<file path="src/include/ais_pkg.sv">
// Package for the amplifier interrupt status readback block.
// Assumes a byte-addressed Avalon-MM slave with one 32-bit word per register.
package ais_pkg;

    // ----------------------------------------
    // Register indices (byte address = 4 * index)
    // ----------------------------------------
    localparam logic [5:0] IDX_MASK_LO     = 6'h20;
    localparam logic [5:0] IDX_MASK_HI     = 6'h21;
    localparam logic [5:0] IDX_LIVE_LO     = 6'h22;
    localparam logic [5:0] IDX_LIVE_HI     = 6'h23;
    localparam logic [5:0] IDX_LTCH_LO     = 6'h24;
    localparam logic [5:0] IDX_LTCH_HI     = 6'h25;
    localparam logic [5:0] IDX_LTCH_EXT    = 6'h26;
    localparam logic [5:0] IDX_PIN_CFG     = 6'h30;
    localparam logic [5:0] IDX_MASK_EXT    = 6'h31;

    // ----------------------------------------
    // Reset values
    // ----------------------------------------
    localparam logic [7:0] RST_MASK_LO     = 8'hFC;
    localparam logic [7:0] RST_MASK_HI     = 8'hB1;
    localparam logic [7:0] RST_MASK_EXT    = 8'hFF;
    localparam logic [7:0] RST_STATUS      = 8'h00;
    localparam logic [1:0] RST_PIN_CFG     = 2'h1;

    // ----------------------------------------
    // Field layout
    // ----------------------------------------
    localparam logic [7:0] HI_USED_BITS    = 8'h8F;
    localparam int         PIN_CFG_LATCHED = 0;
    localparam int         REG_W           = 8;
    localparam int         BUS_W           = 32;

endpackage

</file>
<file path="src/hdl/ais_top.sv">
// Interrupt status readback: live and read-to-clear latched fault registers,
// masks, pin source select, Avalon-MM slave. Sources come from same-clock logic.
`timescale 1ns/1ps
`default_nettype none

module ais_top
    import ais_pkg::*;
#(
    parameter int ADDR_W = 8
) (
    // Clock and reset
    input  wire logic              clk,
    input  wire logic              rst,
    // Avalon-MM slave
    input  wire logic [ADDR_W-1:0] avs_address,
    input  wire logic              avs_read,
    input  wire logic              avs_write,
    input  wire logic [BUS_W-1:0]  avs_writedata,
    input  wire logic [3:0]        avs_byteenable,
    output logic      [BUS_W-1:0]  avs_readdata,
    output logic                   avs_waitrequest,
    // Limiter, clock and protection sources
    input  wire logic              lim_mute,
    input  wire logic              lim_inf_hold,
    input  wire logic              lim_max_atten,
    input  wire logic              vbat_below_inflect,
    input  wire logic              lim_active,
    input  wire logic              tdm_clk_err,
    input  wire logic              over_current,
    input  wire logic              over_temp,
    // Supply and PDM sources
    input  wire logic              pdm_data_invalid,
    input  wire logic              over_voltage_lockout,
    input  wire logic              under_voltage_lockout,
    input  wire logic              brown_out,
    input  wire logic              pdm_clk_err,
    // Extra event sources
    input  wire logic [7:0]        ext_event,
    // Interrupt outputs
    output logic                   irq,
    output logic                   event_out_n
);

    // ----------------------------------------
    // State
    // ----------------------------------------
    logic [7:0]        live_lo_reg;
    logic [7:0]        live_hi_reg;
    logic [7:0]        live_ext_reg;
    logic [7:0]        ltch_lo_reg;
    logic [7:0]        ltch_hi_reg;
    logic [7:0]        ltch_ext_reg;
    logic [7:0]        mask_lo_reg;
    logic [7:0]        mask_hi_reg;
    logic [7:0]        mask_ext_reg;
    logic [1:0]        pin_cfg_reg;
    logic              wait_reg;
    logic [BUS_W-1:0]  rdata_reg;
    logic              irq_reg;
    logic              event_n_reg;

    logic [7:0]        src_lo;
    logic [7:0]        src_hi;
    logic              acc;
    logic              aligned;
    logic [5:0]        idx;
    logic              wr_en;
    logic              rd_en;
    logic [7:0]        clr_lo;
    logic [7:0]        clr_hi;
    logic [7:0]        clr_ext;
    logic [7:0]        rd_byte;
    logic [23:0]       pend;

    assign src_lo = {lim_mute, lim_inf_hold, lim_max_atten, vbat_below_inflect,
                     lim_active, tdm_clk_err, over_current, over_temp};
    assign src_hi = {pdm_data_invalid, 3'h0, over_voltage_lockout,
                     under_voltage_lockout, brown_out, pdm_clk_err};

    // ----------------------------------------
    // Bus decode
    // ----------------------------------------
    // One access per idle waitrequest; held requests are not taken twice
    assign acc     = (avs_read | avs_write) & wait_reg;
    assign aligned = (avs_address[1:0] == 2'h0);
    assign idx     = 6'(avs_address[ADDR_W-1:2]);
    assign wr_en   = acc & avs_write & avs_byteenable[0] & aligned;
    assign rd_en   = acc & avs_read & aligned;

    always_comb begin
        clr_lo  = 8'h00;
        clr_hi  = 8'h00;
        clr_ext = 8'h00;
        if (rd_en && idx == IDX_LTCH_LO) begin
            clr_lo = 8'hFF;
        end
        if (rd_en && idx == IDX_LTCH_HI) begin
            clr_hi = 8'hFF;
        end
        if (rd_en && idx == IDX_LTCH_EXT) begin
            clr_ext = 8'hFF;
        end
        if (wr_en && idx == IDX_LTCH_LO) begin
            clr_lo = avs_writedata[7:0];
        end
        if (wr_en && idx == IDX_LTCH_HI) begin
            clr_hi = avs_writedata[7:0];
        end
        if (wr_en && idx == IDX_LTCH_EXT) begin
            clr_ext = avs_writedata[7:0];
        end
    end

    always_comb begin
        case (idx)
            IDX_MASK_LO:  rd_byte = mask_lo_reg;
            IDX_MASK_HI:  rd_byte = mask_hi_reg;
            IDX_LIVE_LO:  rd_byte = live_lo_reg;
            IDX_LIVE_HI:  rd_byte = live_hi_reg;
            IDX_LTCH_LO:  rd_byte = ltch_lo_reg;
            IDX_LTCH_HI:  rd_byte = ltch_hi_reg;
            IDX_LTCH_EXT: rd_byte = ltch_ext_reg;
            IDX_PIN_CFG:  rd_byte = {6'h00, pin_cfg_reg};
            IDX_MASK_EXT: rd_byte = mask_ext_reg;
            default:      rd_byte = 8'h00;
        endcase
    end

    // ----------------------------------------
    // Bus handshake
    // ----------------------------------------
    always_ff @(posedge clk) begin
        if (rst) begin
            wait_reg  <= 1'b1;
            rdata_reg <= 32'h0000_0000;
        end else if (acc) begin
            wait_reg  <= 1'b0;
            rdata_reg <= (avs_read && aligned) ? {24'h00_0000, rd_byte} : 32'h0000_0000;
        end else begin
            wait_reg  <= 1'b1;
        end
    end

    // ----------------------------------------
    // Live status
    // ----------------------------------------
    // One register stage; live reads only sample these
    always_ff @(posedge clk) begin
        if (rst) begin
            live_lo_reg  <= RST_STATUS;
            live_hi_reg  <= RST_STATUS;
            live_ext_reg <= RST_STATUS;
        end else begin
            live_lo_reg  <= src_lo;
            live_hi_reg  <= src_hi;
            live_ext_reg <= ext_event;
        end
    end

    // ----------------------------------------
    // Latched status
    // ----------------------------------------
    // Set wins over clear so an event during the clearing read is kept
    always_ff @(posedge clk) begin
        if (rst) begin
            ltch_lo_reg  <= RST_STATUS;
            ltch_hi_reg  <= RST_STATUS;
            ltch_ext_reg <= RST_STATUS;
        end else begin
            ltch_lo_reg  <= (ltch_lo_reg & ~clr_lo) | live_lo_reg;
            ltch_hi_reg  <= ((ltch_hi_reg & ~clr_hi) | live_hi_reg) & HI_USED_BITS;
            ltch_ext_reg <= (ltch_ext_reg & ~clr_ext) | live_ext_reg;
        end
    end

    // ----------------------------------------
    // Masks and pin configuration
    // ----------------------------------------
    always_ff @(posedge clk) begin
        if (rst) begin
            mask_lo_reg  <= RST_MASK_LO;
            mask_hi_reg  <= RST_MASK_HI;
            mask_ext_reg <= RST_MASK_EXT;
            pin_cfg_reg  <= RST_PIN_CFG;
        end else if (wr_en) begin
            if (idx == IDX_MASK_LO) begin
                mask_lo_reg <= avs_writedata[7:0];
            end
            if (idx == IDX_MASK_HI) begin
                mask_hi_reg <= avs_writedata[7:0];
            end
            if (idx == IDX_MASK_EXT) begin
                mask_ext_reg <= avs_writedata[7:0];
            end
            if (idx == IDX_PIN_CFG) begin
                pin_cfg_reg <= avs_writedata[1:0];
            end
        end
    end

    // ----------------------------------------
    // Interrupt outputs
    // ----------------------------------------
    always_comb begin
        if (pin_cfg_reg[PIN_CFG_LATCHED]) begin
            pend = {ltch_ext_reg, ltch_hi_reg, ltch_lo_reg};
        end else begin
            pend = {live_ext_reg, live_hi_reg, live_lo_reg};
        end
        pend = pend & ~{mask_ext_reg, mask_hi_reg, mask_lo_reg};
    end

    always_ff @(posedge clk) begin
        if (rst) begin
            irq_reg     <= 1'b0;
            event_n_reg <= 1'b1;
        end else begin
            irq_reg     <= |pend;
            event_n_reg <= ~|pend;
        end
    end

    assign avs_waitrequest = wait_reg;
    assign avs_readdata    = rdata_reg;
    assign irq             = irq_reg;
    assign event_out_n     = event_n_reg;
endmodule

`default_nettype wire

</file>
<file path="config.mk">
export PLATFORM = sky130hd
export DESIGN_NAME = ais_top
export DESIGN_NICKNAME = d
export VERILOG_FILES = /design/src/include/ais_pkg.sv /design/src/hdl/ais_top.sv
export SDC_FILE = /design/constraint.sdc
export NUM_CORES = 1
export LEC_CHECK = 0
export BUFFER_PORTS_ARGS = -buffer_cell sky130_fd_sc_hd__buf_4
export CAP_MARGIN = 25
export CORE_MARGIN = 5
export CORE_UTILIZATION = 46
export DETAILED_ROUTE_END_ITERATION = 6
export GPL_TIMING_DRIVEN = 0
export HOLD_SLACK_MARGIN = 0.12
export PLACE_DENSITY_LB_ADDON = 0.05
export SYNTH_ARGS = -nofsm -noshare
export SYNTH_HDL_FRONTEND = slang
export SYNTH_SLANG_ARGS = --single-unit
</file>
<file path="constraint.sdc">
create_clock -name clk -period 2.29 [get_ports clk]
set_input_delay 0.1145 -clock clk [delete_from_list [all_inputs] [get_ports clk]]
set_output_delay 0.1145 -clock clk [all_outputs]
set_load 0.005 [all_outputs]
</file>
==> out/results.tsv, run 1 <==
stage	metric	value	unit
run_status	status	completed	
drt	post-DR vias/cell	5.545	
min_path	hold path depth	5	
floorplan	core area	8134	µm²
sta	crit share post-route	0.9871	
power	total power draw	2.816	mW
global_routing	initial antenna violation count	0	
setup_path	Worst Setup End Kind	register	
cells_and_area	Nets	594	
drt	wire per inst	18.82	µm
setup_path	kind of critical path	reg2reg	
setup_path	critical path's largest stage delay	890	ps
floorplan	# rows	33	
sta	Final setup violation count	0	
global_routing	GRT Util Overall	0.2353	
setup_path	reg2reg path depth	5	
sta	final hold vios	0	
logic_synthesis	async set or reset register ratio after synthesis	0	
clock_network	CTS Buf Count	9	
drt	drt drc	0	
logic_synthesis	ranking of synthesized cells by area	dfxtp_1 (42%), mux2i_1 (9.0%), nor2b_1 (4.8%)	
drt	Iter 0 DRT Violations	334	
logic_synthesis	Yosys cell types	44	
run	max cap viols	0	
placement	Final HPWL DP	8812	µm
logic_synthesis	commonest cells in the synthesized netlist	dfxtp_1 (79), nand2_1 (36), mux2i_1 (34), nor2_1 (34), nor2b_1 (29)	
logic_synthesis	FF+latch count, synth	79	
drt	DR pass1 iterations	5	
power	leakage	2.099	nW
setup_path	CP max stage cell	nor4_2	
floorplan	chip width	100.7	µm
sta	RSZ-0062 raised after global routing	true	
placement	PortBufs	49	
clock_network	worst skew pair latency	360	ps
logic_synthesis	Synth Warn #	0	
floorplan	die area	10150	µm²
logic_synthesis	Syn Area/Cell	9.170	µm²
sta	WHS	329.9	ps
setup_path	cell family with most CP delay	simple AND/OR/NAND/NOR gates	
cells_and_area	Final Instance Count excl. Fillers	633	
logic_synthesis	sequential fraction of the synthesis area	0.4176	
drt	via count	3510	
min_path	min-delay worst type	in2reg	
sta	max_slew headroom	0.2996	
logic_synthesis	Top FF cell, synth	dfxtp_1	
logic_synthesis	area fraction of the dominant cell type after synthesis	0.4176	
power	PD cells	581.0	nW/µm²
sta	Worst-Margin Slew	1042	ps
setup_path	critical path, cell by cell	or3b_1, nor4_2, nand2_1, a31oi_1, nor2_1	
floorplan	Die H	100.7	µm
floorplan	I/O pins	104	
logic_synthesis	Post-Synthesis Cells	413	
cells_and_area	Antenna Cells	0	
global_routing	first-pass GRT wire length	17950	µm
setup_path	WP buf/inv	0	
cells_and_area	area grow syn2layout	27.98	%
global_routing	largest net degree at the start of global routing	13	
drt	DRT antenna net count	0	
sta	fmax	0.4424	GHz
logic_synthesis	Post-synth EDFFs	0	
setup_path	startpoint types	register	
sta	Final Max Tran Viols	0	
drt	drt total wl	11910	µm
clock_network	Clk pin slew, worst setup/hold paths	80	ps
cells_and_area	layout cells sized above 1	0.1970	
sta	Final min period	2260	ps
global_routing	total gr overflow	0	
floorplan	Initial Util	0.4656	
clock_network	CTS tree	yes	
power	Max VDD drop	0.3827	mV
sta	final setup skew	8.383	ps
clock_network	H-tree levels	3	
global_routing	via count of the first global-routing pass	3289	
setup_path	Worst path depth	5	
clock_network	deepest clock path buffer count	2	
placement	placed insts	590	
placement	GP Congestion	0.9172	
setup_path	Worst EP arrival	2480	ps
logic_synthesis	most numerous cell in the Yosys netlist	dfxtp_1	
clock_network	Clock Sinks	79	
setup_path	CP max FO	8	
logic_synthesis	Synth area leader	dfxtp_1	
clock_network	CTS Root Cell	clkbuf_8	
setup_path	WP data required	2510	ps
logic_synthesis	mapped cell area	3787	µm²
clock_network	Post-CTS Setup Inserts	0	
==> timing repair <==
item	CTS	global route
endpoints found under the setup margin	0	15
resized for setup	0	2
hold buffers	29	0
endpoints found under the hold margin	41	0
==> worst reg2reg max path, delay by kind of cell, from the launching register on <==
kind	cells	cell delay, ps
AO/OA/AOI/OAI	1	210
flip-flops	1	380
AND/OR/NAND/NOR	4	1540
==> cell type report <==
type,instances,area [µm²]
multi-input combinational,290,1942
sequential,79,1582
buffer,49,290.3
fill,735,3287
clock inverter,4,48.80
tap,105,131.4
timing repair buffer,78,658.1
clock buffer,10,127.6
inverter,18,67.56
==> cells in the final DEF (no fill, tap or decap), drive strengths merged, types with 2 or more instances in the layout <==
cell,instances
dfxtp,79
a311oi,8
inv,18
conb,24
a21o,4
nor3,3
or2,2
a211o,18
nor4,5
nand4bb,3
nand2b,5
a31oi,13
a21oi,15
nor2b,29
dlygate4sd3,29
a222oi,2
a221oi,10
nor2,34
o2bb2ai,2
a2bb2oi,2
clkinv,3
nand2,36
buf,80
a221o,3
mux4,5
clkbuf,28
and3,9
o22ai,12
mux2i,34
==> metal layers <==
layer / up-vias / track usage / wire, µm
met4: 0 / 0.1098 / 372
met3: 25 / 0.04014 / 1009
met5: - / 0 / 0
met2: 174 / 0.3833 / 5640
met1: 1647 / 0.3024 / 4890
li1: 1664 / - / -
==> cell families (layout without fill, tap and decap cells) <==
logic type | after synthesis | after routing | share of synthesized area
AND/OR/NAND/NOR | 134 | 134 | 0.1850
flip-flops | 79 | 79 | 0.4176
buffers and inverters | 67 | 159 | 0.09415
other | 1 | 24 | 0.0009901
AO/OA/AOI/OAI | 93 | 93 | 0.1827
multiplexers | 39 | 39 | 0.1196
==> final timing paths <==
path,slack [ps],endpoint,startpoint
min reg2reg,460,avs_readdata[1],avs_readdata[1]
min,330,mask_hi_reg[0],avs_address[5]
max,30,ltch_lo_reg[7],avs_waitrequest
max reg2reg,30,ltch_lo_reg[7],avs_waitrequest
==> stage by stage <==
stage	cell area [µm²]	worst slack [ps]	TNS, ps	util
after floorplan	3874	354.8	0	-
after global placement	4373	86.28	0	0.5376
after detailed placement	4373	72.84	0	0.5376
after CTS	4840	53.51	0	0.5950
after global routing	4847	-56.33	-282.1	0.5959
final	4847	29.60	0	0.5959
==> power breakdown <==
part	internal (mW)	total [mW]	switching, mW
registers	1.42	1.47	0.0434
logic	0.191	0.360	0.169
clock network	0.490	0.989	0.499
total	2.10	2.82	0.711
Note: power is estimated with default switching activity, not from simulation.
==> run 2, diff against run 1 <==
--- a/config.mk
+++ b/config.mk
@@ -5,6 +5,7 @@
 export SDC_FILE = /design/constraint.sdc
 export NUM_CORES = 1
 export LEC_CHECK = 0
+export ABC_AREA = 1
 export BUFFER_PORTS_ARGS = -buffer_cell sky130_fd_sc_hd__buf_4
 export CAP_MARGIN = 25
 export CORE_MARGIN = 5
==> run 2 against run 1 <==
Via count grew 18%. Worst setup slack gained 480 ps. Combinational power is essentially flat. Critical path type unchanged. Critical endpoint is now irq. Largest power group unchanged.
==> out/results.tsv, run 2 <==
stage	metric	value	unit	change
sta	TNS Setup	0	ps	unchanged
setup_path	critical path's largest stage delay	380	ps	was 890 ps
cells_and_area	commonest non-fill, non-tap cell in the layout	nand2_1		was dfxtp_1
global_routing	largest net degree at the start of global routing	14		was 13
power	reported net switching power	0.7650	mW	was 0.7112 mW
placement	Final HPWL DP	9757	µm	was 8812 µm
drt	drt drc	0		unchanged
sta	final hold vios	0		unchanged
clock_network	CTS Buf Count	9		unchanged
sta	Final min period	1776	ps	was 2260 ps
power	switch share	0.2788		was 0.2526
logic_synthesis	Post-Synthesis Cells	594		was 413
cells_and_area	layout cells sized above 1	0.1835		was 0.1970
drt	DRT antenna net count	0		unchanged
sta	max_slew headroom	0.5027		was 0.2996
power	PD cells	543.6	nW/µm²	was 581.0 nW/µm²
sta	Final setup violation count	0		unchanged
sta	RSZ-0062 raised after global routing	false		was true
setup_path	CP max stage cell	o21ai_0		was nor4_2
drt	post-DR vias/cell	5.030		was 5.545
setup_path	Worst EP arrival	2000	ps	was 2480 ps
setup_path	Worst Setup End Kind	register		unchanged
sta	crit share post-route	0.7755		was 0.9871
power	power share of the clock group	0.338		was 0.351
clock_network	CTS Root Cell	clkbuf_8		unchanged
floorplan	die area	10600	µm²	was 10150 µm²
logic_synthesis	Syn Area/Cell	6.692	µm²	was 9.170 µm²
logic_synthesis	most numerous cell in the Yosys netlist	nand2_1		was dfxtp_1
placement	PortBufs	52		was 49
global_routing	initial antenna violation count	0		unchanged
logic_synthesis	Post-synth EDFFs	0		unchanged
clock_network	worst skew pair latency	360	ps	about the same
global_routing	GRT Util Overall	0.2581		was 0.2353
setup_path	startpoint types	register		unchanged
logic_synthesis	Yosys cell types	23		was 44
clock_network	Post-CTS Setup Inserts	0		unchanged
min_path	hold path depth	4		was 5
sta	Worst-Margin Slew	746.0	ps	was 1042 ps
logic_synthesis	mapped cell area	3975	µm²	was 3787 µm²
floorplan	core area	8551	µm²	was 8134 µm²
setup_path	register-to-register setup slack	510	ps	was 30 ps
drt	DR pass1 iterations	7		was 5
placement	DP Worst Slack	485.2	ps	was 72.84 ps
min_path	Hold Startpoint	avs_read		was avs_address[5]
sta	Final Max Tran Viols	0		unchanged
cells_and_area	Nets	779		was 594
cells_and_area	Antenna Cells	0		unchanged
cells_and_area	area grow syn2layout	27.01	%	was 27.98%
floorplan	# rows	34		was 33
logic_synthesis	async set or reset register ratio after synthesis	0		unchanged
power	Flop pwr share	0.531		was 0.521
logic_synthesis	Synth area leader	dfxtp_1		unchanged
clock_network	post_cts resized	0		unchanged
drt	drt total wl	13110	µm	was 11910 µm
setup_path	kind of critical path	reg2reg		unchanged
setup_path	CP max FO	10		was 8
global_routing	total gr overflow	0		unchanged
global_routing	first-pass GRT wire length	20180	µm	was 17950 µm
logic_synthesis	sequential fraction of the synthesis area	0.3979		was 0.4176
drt	via count	4135		was 3510
clock_network	deepest clock path buffer count	2		unchanged
clock_network	Clk pin slew, worst setup/hold paths	90	ps	was 80 ps
logic_synthesis	ranking of synthesized cells by area	dfxtp_1 (40%), nand2_1 (14%), nand3_1 (7.2%)		was dfxtp_1 (42%), mux2i_1 (9.0%), nor2b_1 (4.8%)
global_routing	via count of the first global-routing pass	3922		was 3289
power	Max VDD drop	0.3117	mV	was 0.3827 mV
setup_path	critical path, cell by cell	buf_4, inv_2, clkbuf_1, o21ai_0, nand4_1, nor2_1, a21oi_1		was or3b_1, nor4_2, nand2_1, a31oi_1, nor2_1
placement	GP Congestion	0.9245		was 0.9172
min_path	min-delay worst type	in2reg		unchanged
logic_synthesis	Synth Warn #	0		unchanged
logic_synthesis	commonest cells in the synthesized netlist	nand2_1 (146), dfxtp_1 (79), inv_1 (69)		was dfxtp_1 (79), nand2_1 (36), mux2i_1 (34), nor2_1 (34), nor2b_1 (29)
floorplan	chip width	103.0	µm	was 100.7 µm
sta	fmax	0.5631	GHz	was 0.4424 GHz
power	leakage	2.463	nW	was 2.099 nW
cells_and_area	most frequent cells in the layout	nand2_1 (146), buf_4 (80), dfxtp_1 (79)		was dfxtp_1 (79), buf_4 (73), nand2_1 (36)
logic_synthesis	area fraction of the dominant cell type after synthesis	0.3979		was 0.4176
setup_path	reg2reg path depth	7		was 5
clock_network	CTS tree	yes		unchanged
floorplan	Initial Util	0.4649		was 0.4656
run	max cap viols	0		unchanged
clock_network	H-tree levels	3		unchanged
logic_synthesis	FF+latch count, synth	79		unchanged
sta	worst setup margin	514.2	ps	was 29.60 ps
power	Comb pwr share	0.132		was 0.128
run_status	status	completed		unchanged
sta	final setup skew	11.96	ps	was 8.383 ps
min_path	Hold Path End	avs_readdata[1]		was mask_hi_reg[0]
power	Internal Pwr Total	1.979	mW	was 2.105 mW
drt	wire per inst	15.95	µm	was 18.82 µm
drt	Iter 0 DRT Violations	326		was 334
setup_path	worst reg2reg path endpoint	irq		was ltch_lo_reg[7]
clock_network	Clock Sinks	79		unchanged
setup_path	Worst R2R Start	pin_cfg_reg[0]		was avs_waitrequest
logic_synthesis	Top FF cell, synth	dfxtp_1		unchanged
floorplan	Die H	103.0	µm	was 100.7 µm
setup_path	WP data required	2510	ps	about the same
floorplan	I/O pins	104		unchanged
[run 2: worst max-delay path by stage]
| stage | start | endpoint | slack, ps | depth (start not counted) |
|---|---|---|---|---|
| after global routing | pin_cfg_reg[0] | irq | 370 | 7 |
| after global placement | pin_cfg_reg[0] | irq | 500 | 7 |
| after CTS | pin_cfg_reg[0] | irq | 470 | 7 |
| after detailed placement | pin_cfg_reg[0] | irq | 490 | 7 |
| final | pin_cfg_reg[0] | irq | 510 | 7 |
| after floorplan | pin_cfg_reg[0] | irq | 970 | 10 |
[run 2: through the flow]
stage | power (mW) | instance area, µm² | hold slack (ps) | std cells | util
2_1_floorplan | 1.656 | 4061 | 221.5 | 617 | -
3_3_place_gp | 1.795 | 4587 | 313.9 | 777 | 0.5364
3_5_place_dp | 1.801 | 4587 | 321.9 | 777 | 0.5364
4_1_cts | 2.744 | 5049 | 149.7 | 822 | 0.5904
5_1_grt | 2.846 | 5049 | 193.1 | 822 | 0.5904
6_report | 2.744 | 5049 | 143.9 | 822 | 0.5904
[run 2: what timing repair did]
action | in CTS | in global routing
endpoints found under the hold margin | 56 | 0
hold buffers | 30 | 0
setup endpoints to repair | 0 | 0
[run 2: cell type report]
cell class	instances	area [µm²]
plain buffers	43	275.3
repair buffers	82	690.7
flip-flops and latches	79	1582
clock buffers	10	127.6
fillers	847	3502
multi-input cells	416	1908
clock inverters	5	33.78
inverters	79	296.5
well taps	108	135.1
[run 2: logic make-up (layout without fill, tap and decap cells)]
logic type / after synthesis / after routing / share of synthesized area
simple gates: 297 / 297 / 0.3283
other cells: 1 / 24 / 0.0009434
buf+inv: 122 / 219 / 0.1438
flops: 79 / 79 / 0.3979
compound gates: 95 / 95 / 0.1291
[run 2: per-layer routing]
layer  up-vias  global-route usage  routed length (µm)
met2       192              0.4223                6156
met1      1848              0.3459                5592
li1       2073                   -                   -
met4         0             0.08466                 220
met5         -                   0                   0
met3        22             0.04398                1141
[run 2: power by group through the flow]
stage	Sequential, mW	Clock [mW]	Combinational (mW)
6_report	1.46	0.927	0.361
5_1_grt	1.46	0.985	0.399
4_1_cts	1.45	0.934	0.355
3_5_place_dp	1.49	0	0.313
3_3_place_gp	1.49	0	0.309
2_1_floorplan	1.48	0	0.179
[run 2: worst max-delay path: cells and delay by family (launching register included)]
family,cells,cell delay [ps]
flops,1,320
compound gates,2,460
simple gates,2,320
buf+inv,3,530
